## config.mk

```make
export PLATFORM = sky130hd
export DESIGN_NAME = efr_top
export DESIGN_NICKNAME = d
export VERILOG_FILES = /design/src/verilog/efr_pkg.sv /design/src/verilog/efr_sync.sv /design/src/verilog/efr_irq.sv /design/src/verilog/efr_top.sv
export VERILOG_INCLUDE_DIRS = /design/src /design/src/verilog
export SDC_FILE = /design/constraint.sdc
export NUM_CORES = 1
export LEC_CHECK = 0
export ABC_AREA = 1
export BUFFER_PORTS_ARGS = -buffer_cell sky130_fd_sc_hd__buf_2
export CAP_MARGIN = 20
export CORE_ASPECT_RATIO = 1.4
export CORE_MARGIN = 2
export CORE_UTILIZATION = 39
export CTS_CLUSTER_SIZE = 14
export DETAILED_ROUTE_END_ITERATION = 7
export GPL_ROUTABILITY_DRIVEN = 0
export PLACE_DENSITY = 0.75
export REMOVE_ABC_BUFFERS = 1
export SLEW_MARGIN = 20
export SYNTH_ARGS = -nofsm -noshare
export SYNTH_HDL_FRONTEND = slang
export SYNTH_HIERARCHICAL = 1
export SYNTH_SLANG_ARGS = --single-unit
```

## constraint.sdc

```tcl
create_clock -name clk -period 2.1 [get_ports clk]
set_input_delay 0 -clock clk [delete_from_list [all_inputs] [get_ports clk]]
set_output_delay 0 -clock clk [all_outputs]
set_load 0.05 [all_outputs]
```

## src/verilog/efr_regs.svh

```systemverilog
// register offsets, field positions, reset values of the error flag block
//==============================================================================
// Behaviour
// - eight-bit read-only error register, index 06h, reset 00h
// - bit 7 set on host FIFO write during anticollision/authentication
// - bit 7 set on host FIFO write between last-tx and last-rx
// - overheat sets bit 6, antenna drivers switch off
// - bit 5 set when peer field arrives late
// - late field checked only with framing 01
// - bit 4 set on write into full FIFO
// - bit 3 collision, cleared at receiver start-up
// - at 212/424 kbit collision bit reads one
// - bit 2 set on enabled CRC failure, start-up clears
// - bit 1 parity failure, 106 kbit only, start-up clears
// - bit 0 set on bad start-of-frame at 106
// - bit 0 on byte-length violation with sync detect
// - bit 0 when anticollision runs with initiator set
// - bit 0 on wrong authentication byte count
// - bit 0 on two too-short Miller pulses
// - command start clears all but bit 6; host cannot set
// - error request high while any flag set
`ifndef EFR_REGS_SVH
`define EFR_REGS_SVH

//==============================================================================
// register indexes; byte address is four times the index
`define EFR_ERR_IDX    8'h06
`define EFR_CTRL_IDX   8'h10
`define EFR_ISTAT_IDX  8'h11
`define EFR_IEN_IDX    8'h12
`define EFR_ICLR_IDX   8'h13

//==============================================================================
// error flag bit positions
`define EFR_B_WRV      7
`define EFR_B_TEMP     6
`define EFR_B_RF       5
`define EFR_B_OVFL     4
`define EFR_B_COLL     3
`define EFR_B_CRC      2
`define EFR_B_PAR      1
`define EFR_B_PROT     0

//==============================================================================
// control register fields
`define EFR_C_RXFR_LO  0
`define EFR_C_TXFR_LO  2
`define EFR_C_RATE_LO  4
`define EFR_C_CRCON    6
`define EFR_C_SYNC     7
`define EFR_C_INIT     8
`define EFR_C_TCLR     9
`define EFR_CTRL_W     9

//==============================================================================
// reset values
`define EFR_ERR_RST    8'h00
`define EFR_CTRL_RST   9'h000
`define EFR_IEN_RST    8'h00

`endif

```

## src/verilog/efr_pkg.sv

```systemverilog
// types shared by the error flag block
package efr_pkg;
  // framing selection, 01 is active communication
  typedef enum logic [1:0] {
    EFR_FR_PASSIVE,
    EFR_FR_ACTIVE,
    EFR_FR_ALT_CARD,
    EFR_FR_TYPE_B
  } efr_framing_t;

  // link bit rate selection
  typedef enum logic [1:0] {
    EFR_R106,
    EFR_R212,
    EFR_R424,
    EFR_R848
  } efr_rate_t;

  // tx-to-rx window of a transceive
  typedef enum logic {
    EFR_WIN_IDLE,
    EFR_WIN_OPEN
  } efr_win_t;
endpackage

```

## src/verilog/efr_sync.sv

```systemverilog
// two-stage level synchroniser
`timescale 1ns/1ps
module efr_sync #(
  parameter int STAGES = 2
) (
  input  wire logic clk,   // system clock
  input  wire logic rst,   // async reset, high
  input  wire logic d,     // asynchronous level
  output logic      q      // synchronised level
);
  import efr_pkg::*;

  logic [STAGES-1:0] sh_r;

  // elaboration check
  initial begin
    if (STAGES < 2) $error("efr_sync needs two stages at least");
  end

  // shift chain, only the last stage is read
  always_ff @(posedge clk or posedge rst) begin
    if (rst) begin
      sh_r <= '0;
    end else begin
      sh_r <= {sh_r[STAGES-2:0], d};
    end
  end

  assign q = sh_r[STAGES-1];
endmodule // efr_sync

```

## src/verilog/efr_irq.sv

```systemverilog
// sticky interrupt status with enable and write-one clear
`timescale 1ns/1ps
module efr_irq #(
  parameter int W = 8
) (
  input  wire logic         clk,      // system clock
  input  wire logic         rst,      // async reset, high
  input  wire logic [W-1:0] evt,      // event pulses
  input  wire logic         en_wr,    // enable register write
  input  wire logic         clr_wr,   // clear register write
  input  wire logic [W-1:0] wdata,    // write data
  output logic      [W-1:0] status,   // sticky status
  output logic      [W-1:0] enable,   // enable mask
  output logic              irq       // level interrupt
);
  import efr_pkg::*;

  initial begin
    if (W < 1 || W > 32) $error("efr_irq width out of range");
  end

  // sticky bits, a new event wins over a clear
  always_ff @(posedge clk or posedge rst) begin
    if (rst) begin
      status <= '0;
    end else begin
      status <= (status & ~(clr_wr ? wdata : '0)) | evt;
    end
  end

  // enable mask
  always_ff @(posedge clk or posedge rst) begin
    if (rst) begin
      enable <= '0;
    end else if (en_wr) begin
      enable <= wdata;
    end
  end

  // registered level request
  always_ff @(posedge clk or posedge rst) begin
    if (rst) begin
      irq <= 1'b0;
    end else begin
      irq <= |(((status & ~(clr_wr ? wdata : '0)) | evt) & (en_wr ? wdata : enable));
    end
  end
endmodule // efr_irq

```

## src/verilog/efr_top.sv

```systemverilog
// error flag register of the contactless frontend, with APB access
`timescale 1ns/1ps
`include "efr_regs.svh"
module efr_top #(
  parameter int ADDR_W = 12
) (
  input  wire logic              clk,            // system clock, 250 MHz
  input  wire logic              rst,            // async reset, high
  // apb slave
  input  wire logic              psel,           // slave select
  input  wire logic              penable,        // access phase
  input  wire logic              pwrite,         // write direction
  input  wire logic [ADDR_W-1:0] paddr,          // byte address
  input  wire logic [31:0]       pwdata,         // write data
  output logic      [31:0]       prdata,         // read data
  output logic                   pready,         // transfer done
  output logic                   pslverr,        // unmapped address
  // command engine
  input  wire logic              cmd_start,      // command starts, pulse
  input  wire logic              auto_anticollision_cmd, // command running
  input  wire logic              card_authentication_cmd, // command running
  input  wire logic              auth_count_bad, // wrong byte count, pulse
  // fifo
  input  wire logic              host_fifo_wr,   // host fifo write, pulse
  input  wire logic              int_fifo_wr,    // internal fifo write, pulse
  input  wire logic              fifo_full,      // fifo full level
  // transceiver
  input  wire logic              tx_last_bit,    // last bit sent, pulse
  input  wire logic              rx_last_bit,    // last bit received, pulse
  input  wire logic              rx_startup,     // receiver start-up, pulse
  input  wire logic              peer_field_timeout, // field late, pulse
  input  wire logic              collision_det,  // bit collision, pulse
  input  wire logic              crc_bad,        // crc check failed, pulse
  input  wire logic              parity_bad,     // parity failed, pulse
  input  wire logic              sof_bad,        // bad start of frame, pulse
  input  wire logic              byte_len_bad,   // byte length violation, pulse
  input  wire logic              miller_short,   // two short pulses, pulse
  // temperature sensor
  input  wire logic              overheat_async, // sensor level, async
  // outputs
  output logic      [7:0]        error_flags,    // error register copy
  output logic                   error_irq_flag, // any error flag set
  output logic                   antenna_off,    // drivers disabled
  output logic                   irq             // enabled event request
);
  import efr_pkg::*;

  //==============================================================================
  // helpers
  function automatic logic hit(input logic [ADDR_W-1:0] a, input logic [7:0] idx);
    return (a[9:2] == idx) && (a[1:0] == 2'b00) && ((a >> 10) == '0);
  endfunction

  function automatic logic at106(input efr_rate_t r);
    return r == EFR_R106;
  endfunction

  initial begin
    if (ADDR_W < 10) $error("efr_top needs ADDR_W of 10 or more");
  end

  //==============================================================================
  // declarations
  logic [7:0]           err_r;
  logic [7:0]           err_nxt;
  logic [7:0]           set_v;
  logic [`EFR_CTRL_W-1:0] ctrl_r;
  logic                 temp_clr_r;
  efr_win_t             win_r;
  logic                 overheat;
  logic                 setup;
  logic                 acc;
  logic                 wr_acc;
  logic                 mapped;
  logic [7:0]           ist;
  logic [7:0]           ien;
  logic                 irq_int;
  efr_framing_t         rx_fr;
  efr_framing_t         tx_fr;
  efr_rate_t            rate;
  logic                 crc_on;
  logic                 sync_on;
  logic                 initiator;
  logic                 fast_coll;
  logic                 active_mode;

  //==============================================================================
  // control fields
  assign rx_fr     = efr_framing_t'(ctrl_r[`EFR_C_RXFR_LO +: 2]);
  assign tx_fr     = efr_framing_t'(ctrl_r[`EFR_C_TXFR_LO +: 2]);
  assign rate      = efr_rate_t'(ctrl_r[`EFR_C_RATE_LO +: 2]);
  assign crc_on    = ctrl_r[`EFR_C_CRCON];
  assign sync_on   = ctrl_r[`EFR_C_SYNC];
  assign initiator = ctrl_r[`EFR_C_INIT];
  assign active_mode = (rx_fr == EFR_FR_ACTIVE) || (tx_fr == EFR_FR_ACTIVE);
  assign fast_coll = (rate == EFR_R212) || (rate == EFR_R424);

  //==============================================================================
  // temperature sensor crossing
  efr_sync #(
    .STAGES (2)
  ) u_sync_temp (
    .clk (clk),
    .rst (rst),
    .d   (overheat_async),
    .q   (overheat)
  );

  //==============================================================================
  // apb phase decode
  assign setup  = psel && !penable;
  assign acc    = psel && penable && pready;
  assign wr_acc = acc && pwrite;
  assign mapped = hit(paddr, `EFR_ERR_IDX) || hit(paddr, `EFR_CTRL_IDX) ||
                  hit(paddr, `EFR_ISTAT_IDX) || hit(paddr, `EFR_IEN_IDX) ||
                  hit(paddr, `EFR_ICLR_IDX);

  // ready one cycle after setup, no wait states
  always_ff @(posedge clk or posedge rst) begin
    if (rst) begin
      pready  <= 1'b0;
      pslverr <= 1'b0;
    end else begin
      pready  <= setup;
      pslverr <= setup && !mapped;
    end
  end

  // read data captured in the setup cycle
  always_ff @(posedge clk or posedge rst) begin
    if (rst) begin
      prdata <= '0;
    end else if (setup) begin
      prdata <= '0;
      if (!pwrite) begin
        if (hit(paddr, `EFR_ERR_IDX)) begin
          prdata <= {24'h000000, err_r};
        end else if (hit(paddr, `EFR_CTRL_IDX)) begin
          prdata <= {23'h000000, ctrl_r};
        end else if (hit(paddr, `EFR_ISTAT_IDX)) begin
          prdata <= {24'h000000, ist};
        end else if (hit(paddr, `EFR_IEN_IDX)) begin
          prdata <= {24'h000000, ien};
        end
      end
    end
  end

  // control register; the clear strobe bit reads back as zero
  always_ff @(posedge clk or posedge rst) begin
    if (rst) begin
      ctrl_r     <= `EFR_CTRL_RST;
      temp_clr_r <= 1'b0;
    end else begin
      temp_clr_r <= 1'b0;
      if (wr_acc && hit(paddr, `EFR_CTRL_IDX)) begin
        ctrl_r     <= pwdata[`EFR_CTRL_W-1:0];
        temp_clr_r <= pwdata[`EFR_C_TCLR];
      end
    end
  end

  //==============================================================================
  // transceive window: from last bit sent to last bit received
  always_ff @(posedge clk or posedge rst) begin
    if (rst) begin
      win_r <= EFR_WIN_IDLE;
    end else begin
      unique case (win_r)
        EFR_WIN_IDLE: begin
          if (tx_last_bit) begin
            win_r <= EFR_WIN_OPEN;
          end
        end
        EFR_WIN_OPEN: begin
          if (rx_last_bit || cmd_start) begin
            win_r <= EFR_WIN_IDLE;
          end
        end
      endcase
    end
  end

  //==============================================================================
  // set conditions of each flag
  always_comb begin
    set_v = 8'h00;
    set_v[`EFR_B_WRV]  = host_fifo_wr &&
                         (auto_anticollision_cmd || card_authentication_cmd);
    set_v[`EFR_B_WRV]  = set_v[`EFR_B_WRV] ||
                         (host_fifo_wr && win_r == EFR_WIN_OPEN);
    set_v[`EFR_B_TEMP] = overheat;
    set_v[`EFR_B_RF]   = peer_field_timeout && active_mode;
    set_v[`EFR_B_OVFL] = (host_fifo_wr || int_fifo_wr) && fifo_full;
    set_v[`EFR_B_COLL] = collision_det;
    set_v[`EFR_B_CRC]  = crc_bad && crc_on;
    set_v[`EFR_B_PAR]  = parity_bad && at106(rate) &&
                         (rx_fr == EFR_FR_PASSIVE || rx_fr == EFR_FR_ACTIVE);
    set_v[`EFR_B_PROT] = (sof_bad && at106(rate)) ||
                         (byte_len_bad && sync_on &&
                          (rx_fr == EFR_FR_ALT_CARD ||
                           (rx_fr == EFR_FR_ACTIVE && !at106(rate)))) ||
                         (auto_anticollision_cmd && initiator) ||
                         (auth_count_bad && card_authentication_cmd) ||
                         miller_short;
  end

  //==============================================================================
  // next value: clear events first, then sets win
  always_comb begin
    err_nxt = err_r;
    if (cmd_start) begin
      err_nxt = err_nxt & (8'h01 << `EFR_B_TEMP);
    end
    if (rx_startup) begin
      err_nxt[`EFR_B_COLL] = 1'b0;
      err_nxt[`EFR_B_CRC]  = 1'b0;
      err_nxt[`EFR_B_PAR]  = 1'b0;
      err_nxt[`EFR_B_PROT] = 1'b0;
    end
    if (temp_clr_r && !overheat) begin
      err_nxt[`EFR_B_TEMP] = 1'b0;
    end
    err_nxt = err_nxt | set_v;
    if (fast_coll) begin
      err_nxt[`EFR_B_COLL] = 1'b1;
    end
  end

  // error register; host writes never reach it
  always_ff @(posedge clk or posedge rst) begin
    if (rst) begin
      err_r <= `EFR_ERR_RST;
    end else begin
      err_r <= err_nxt;
    end
  end

  //==============================================================================
  // registered outputs
  always_ff @(posedge clk or posedge rst) begin
    if (rst) begin
      error_flags    <= `EFR_ERR_RST;
      error_irq_flag <= 1'b0;
      antenna_off    <= 1'b0;
    end else begin
      error_flags    <= err_nxt;
      error_irq_flag <= |err_nxt;
      antenna_off    <= err_nxt[`EFR_B_TEMP];
    end
  end

  //==============================================================================
  // interrupt: one status bit per newly set flag
  efr_irq #(
    .W (8)
  ) u_irq (
    .clk    (clk),
    .rst    (rst),
    .evt    (err_nxt & ~err_r),
    .en_wr  (wr_acc && hit(paddr, `EFR_IEN_IDX)),
    .clr_wr (wr_acc && hit(paddr, `EFR_ICLR_IDX)),
    .wdata  (pwdata[7:0]),
    .status (ist),
    .enable (ien),
    .irq    (irq_int)
  );

  assign irq = irq_int;
endmodule // efr_top

```

==> flow_summary.yaml, run 1 <==
run_status:
  outcome: "finished clean"
synth:
  ys_seq_area_frac: 0.427
  synthMuxAreaShare: 0
  synth_simple_gate_area_frac: 0.337
  synth_compound_area_frac: 0.0572
  synth_top_family_by_area: "simple AND/OR/NAND/NOR gates"
  ys_ff_latch: 50
  ys_top_cells_by_area: "dfrtp_1, nand2_1, inv_1"
  synth_cells: 400
  ys.warnings.count: 6
  ys_types: 29
  syn_area_mm2: 0.00293
  postSynthAreaPerCell_um2: 7.33
  synth_area_leader_cell: "dfrtp_1"
  synth_adder_area_share: 0.00427
  synth_top_area_frac: 0.427
  synth_xor_area_frac: 0
placed_design:
  post-place-ws_ns: 0.362
  place_hpwl_mm: 5.64
  port_buffers: 66
floorplan:
  die_w_um: 77.3
  row_count: 37
  dieHeight_um: 107
  dieArea_mm2: 0.00823
  core_mm2: 0.00731
  io_pins: 112
  start_util: 0.401
grt:
  grt_max_degree: 32
  grt_pass1_vias: 2578
  grt-ovfl-total: 0
  grt_first_pass_wirelength_mm: 11.8
  grt_usage: 0.183
  antenna_found_initial: 0
sta:
  tightest_slew_ns: 0.637
  post-route-period-util: 0.905
  fmax_mhz: 526
  drv_slew: 0
  final_hold_viol_count: 0
  fin_skew_ns: 0.00636
  grt_setup_unrepaired: "no"
  relSlewSlack: 0.575
  finalSetupViolCount: 0
  period_minus_slack_ns: 1.90
  fin_ws_ns: 0.200
cts:
  cts-root-buf: "clkbuf_8"
  cts_tree: "yes"
  h-tree-depth: 2
  clkSlewWorstSetupHoldPaths_ns: 0.09
  cts.sinks: 50
  postCtsSetupBuffers: 0
  numCtsBuffers: 5
  worstSkewPairLatency_ns: 0.32
  clockBufferDepth: 2
  cts.repair.resized: 0
pwr:
  p_leak_nw: 2.02
  ir_worst_vdd_mv: 0.227
  p_per_area_mw_per_mm2: 561
critical_path:
  start_kind: "flip-flop"
  cpMaxStageDelayCell: "dlygate4sd3_1"
  endpoint_kind: "flip-flop"
  cp_max_fo: 3
  path_cells: "inv_1 -> ha_1 -> nand2_1 -> nand2_1 -> a211oi_1 -> nand3_1 -> dlygate4sd3_1"
  critPathMaxStageDelay_ns: 0.58
  arrival_ns: 2.11
  critPathKind: "reg2reg"
  r2r_cells: 7
  crit_required_ns: 2.31
  crit_path_frequent_cell: "nand2_1"
detailed_routing:
  ant_nets: 0
  drtIter0Drc: 174
  wl_per_cell_um: 12.5
  drc: 0
  wirelength_mm: 7.32
  first_pass_iters: 4
  viasPerCell: 4.59
  dr_total_vias: 2688
cells_and_area:
  mostFrequentLayoutCell: "nand2_1"
  layout_common_cells: "nand2_1, buf_2, inv_1"
  multiInputGateArea_mm2: 0.00126
  antenna_cells: 0
  fillers: 735
  drive_gt1_frac: 0.209
  nNetsFinal: 556
  syn_to_final_growth_pct: 21.3
  fin_util: 0.486
  seq_area_mm2: 0.00125
hold_path:
  hold_depth: 4
  hold_path.class: "in2reg"
run:
  maxCapViolations: 0
-- sequential cells by signal, indices dropped and copies added (netlist names) --
register,count
ctrl_r,9
u_irq/irq,1
error_flags,8
prdata,9
temp_clr_r,1
pslverr,1
u_irq/enable,8
u_sync_temp/sh_r,2
pready,1
win_r,1
u_irq/status,8
error_irq_flag,1
-- path summary, 6_finish.rpt --
path	from	endpoint	slack, ns
max in group asynchronous	rst	u_irq/enable[3]	1.36
worst max register to register	ctrl_r[4]	error_flags[0]	0.20
worst min register to register	u_sync_temp/sh_r[0]	u_sync_temp/sh_r[1]	0.36
worst min-delay path	int_fifo_wr	error_flags[4]	0.0004
worst max-delay path	ctrl_r[4]	error_flags[0]	0.20
min in group asynchronous	rst	u_sync_temp/sh_r[0]	0.09
-- power breakdown --
| group | switching, mW | internal, mW | leakage [nW] | total (mW) |
|---|---|---|---|---|
| Clock | 0.327 | 0.357 | 0.0524 | 0.684 |
| Sequential | 0.0144 | 0.976 | 0.633 | 0.990 |
| Combinational | 0.234 | 0.0867 | 1.33 | 0.321 |
-- final cells by class --
class	instances	share of cell area
inverter	67	0.0722
clock inverter	1	0.00845
sequential	50	0.352
multi-input combinational	274	0.355
timing repair buffer	90	0.157
tap	97	0.0342
clock buffer	7	0.0215
-- cell families after synthesis --
logic type | after synthesis
buf+inv | 98
other cells | 1
simple gates | 219
flops | 50
fa+ha+maj | 1
compound gates | 31
-- per-stage QoR --
stage	std cells	hold slack (ns)	total power, mW	TNS [ns]	area (µm²)
final	586	0.000418	1.99	0	3550
after global routing	586	0.00784	2.07	0	3550
after CTS	586	0.00996	2.00	0	3550
after detailed placement	559	-0.128	1.30	0	3260
after global placement	559	-0.132	1.29	0	3260
after floorplan	391	-0.259	1.21	-2.40	2760
-- cells in the mapped netlist --
cell type,number
o21a_1,1
or2_2,1
nand3_1,36
nand2_4,1
a21oi_1,3
o21ai_0,4
buf_4,26
nor2_1,32
nor3_4,1
a21boi_0,1
nand2_1,127
a211oi_1,1
inv_2,2
nand2_2,12
conb_1,1
a31oi_1,1
ha_1,1
nor2_4,4
a22oi_1,1
nor4_1,2
nor2_8,1
nand4_1,1
inv_6,1
o22ai_1,1
buf_6,5
inv_1,64
nand3_4,1
dfrtp_1,50
o21ai_1,18
-- timing repair --
action                                  in CTS  in global routing
hold buffers                                19                  0
hold endpoints to repair                    77                  0
endpoints found under the setup margin       0                  0
-- layer usage --
layer  vias to the layer above  wire length [µm]  track usage
met1                      1245              2690        0.188
met5                         -                 0            0
li1                       1336                 -            -
met2                        90              4000        0.351
met3                        17               381       0.0323
met4                         0               248       0.0880
-- worst max-delay path, delay by kind of cell, from the launching register on --
family / cells / cell delay (ns)
simple gates: 3 / 0.28
buf+inv: 2 / 0.64
compound gates: 1 / 0.27
flops: 1 / 0.37
fa+ha+maj: 1 / 0.24
No activity file was read; power rests on OpenSTA's default activity.
==> inputs of run 2 (changes only) <==
==> constraint.sdc (replaced) <==
create_clock -name clk -period 2 [get_ports clk]
set_input_delay 0.3 -clock clk [delete_from_list [all_inputs] [get_ports clk]]
set_output_delay 0.3 -clock clk [all_outputs]
set_load 0.05 [all_outputs]
==> flow_summary.yaml, run 2 (synthesis results as in run 1) <==
run_status:
  outcome: "finished clean"
detailed_routing:
  drtIter0Drc: 192
  wirelength_mm: 6.95
  wl_per_cell_um: 12.2
  drc: 0
  first_pass_iters: 5
  ant_nets: 0
  viasPerCell: 4.55
  dr_total_vias: 2595
cells_and_area:
  drive_gt1_frac: 0.224
  instances_no_fill: 570
  mostFrequentLayoutCell: "nand2_1"
  fillers: 764
  layout_common_cells: "nand2_1, buf_2, inv_1"
  nNetsFinal: 540
  antenna_cells: 0
  multiInputGateArea_mm2: 0.00126
  seq_area_mm2: 0.00125
  syn_to_final_growth_pct: 15.2
  top_regs: "ctrl_r: 9 flops, prdata: 9 flops"
floorplan:
  dieArea_mm2: 0.00823
  die_w_um: 77.3
  core_mm2: 0.00731
  dieHeight_um: 107
  start_util: 0.401
  io_pins: 112
  row_count: 37
sta:
  fmax_mhz: 556
  final_hold_viol_count: 0
  post-route-period-util: 0.899
  drv_slew: 0
  finalSetupViolCount: 0
  grt_setup_unrepaired: "no"
  period_minus_slack_ns: 1.80
  fin_skew_ns: 0.00751
  tightest_slew_ns: 0.631
  relSlewSlack: 0.579
  fin_ws_ns: 0.203
cts:
  numCtsBuffers: 5
  cts_tree: "yes"
  clkSlewWorstSetupHoldPaths_ns: 0.09
  cts-root-buf: "clkbuf_8"
  postCtsSetupBuffers: 0
  cts.sinks: 50
  h-tree-depth: 2
  clockBufferDepth: 2
  worstSkewPairLatency_ns: 0.30
grt:
  grt_max_degree: 32
  grt_usage: 0.175
  grt-ovfl-total: 0
  grt_pass1_vias: 2552
  grt_first_pass_wirelength_mm: 11.5
  antenna_found_initial: 0
critical_path:
  crit_required_ns: 2.20
  start_kind: "flip-flop"
  arrival_ns: 2.00
  worstSetupPathDepth: 13
  crit_path_frequent_cell: "nand2_1"
  cpMaxStageDelayCell: "dfrtp_1"
  path_cells: "inv_1 -> ha_1 -> nand2_1 -> nand2_1 -> a211oi_1 -> buf_4 -> a31oi_1 -> inv_1 -> nand2_1 -> nand2_1 -> nand2_1 -> nor2_1 -> nand2_1"
  critPathTopFamily: "simple AND/OR/NAND/NOR gates"
  endpoint_kind: "flip-flop"
  worst-path-buf-inv: 3
  critPathKind: "reg2reg"
  critPathMaxStageDelay_ns: 0.39
  cp_max_fo: 3
  r2r_cells: 13
pwr:
  pwr-share-clk: 0.315
  power_switching_mw: 0.597
  p_leak_nw: 1.95
  p_int_mw: 1.37
  seq_power_share: 0.527
  ir_worst_vdd_mv: 0.238
  switching_share: 0.303
  power_frac_comb: 0.157
  p_per_area_mw_per_mm2: 583
hold_path:
  hold_depth: 1
  hold_path.class: "in2reg"
run:
  maxCapViolations: 0
placed_design:
  place_hpwl_mm: 5.49
  post-place-ws_ns: 0.0802
  post-place-cells: 561
  port_buffers: 66
-- run 2: cell types whose count changed in the layout (fill, tap and decap cells not counted) --
cell	delta
clkinvlp_4	+1
clkbuf_1	-2
clkinv_2	+1
bufinv_16	-1
clkbuf_8	+1
buf_4	+2
dlygate4sd3_1	-18
-- run 2: final cells by class --
class	count	share of cell area
Inverter	67	0.0760
Clock inverter	2	0.00371
Clock buffer	6	0.0245
Tap cell	97	0.0359
Sequential cell	50	0.371
Timing Repair Buffer	74	0.116
Multi-Input combinational cell	274	0.373
-- run 2: through the flow --
stage          cell area, µm²  utilization  hold slack, ns  TNS [ns]  power (mW)
2_1_floorplan            2760            -          0.0412     -3.30        1.27
3_3_place_gp             3270        0.447           0.169         0        1.36
3_5_place_dp             3270        0.447           0.173         0        1.37
4_1_cts                  3380        0.462          0.0996         0        1.98
5_1_grt                  3380        0.462          0.0961         0        2.05
6_report                 3380        0.462           0.105         0        1.97
-- run 2: path summary, 6_finish.rpt --
check / start / end / slack (ns)
worst min-delay path: overheat_async / u_sync_temp/sh_r[0] / 0.11
worst max-delay path: ctrl_r[4] / u_irq/irq / 0.20
max in group asynchronous: rst / u_irq/status[2] / 0.96
worst min register to register: u_sync_temp/sh_r[0] / u_sync_temp/sh_r[1] / 0.37
worst max register to register: ctrl_r[4] / u_irq/irq / 0.20
min in group asynchronous: rst / u_sync_temp/sh_r[0] / 0.40
-- run 2: what timing repair did --
item | CTS | global route
hold buffers | 1 | 0
resized for setup | 0 | 0
endpoints found under the hold margin | 2 | 0
-- run 2: power by group through the flow --
| stage | clock [mW] | sequential [mW] | combinational, mW |
|---|---|---|---|
| floorplan | 0 | 1.09 | 0.178 |
| global placement | 0 | 1.06 | 0.303 |
| detailed placement | 0 | 1.06 | 0.308 |
| CTS | 0.633 | 1.04 | 0.310 |
| global route | 0.672 | 1.04 | 0.334 |
| finish | 0.621 | 1.04 | 0.310 |
-- run 2: per-layer routing --
metal | part of all wire | wire length [µm] | global-route usage
met5 | 0 | 0 | 0
met4 | 0.038 | 264 | 0.0829
met3 | 0.048 | 335 | 0.0246
met2 | 0.54 | 3720 | 0.332
met1 | 0.38 | 2630 | 0.186
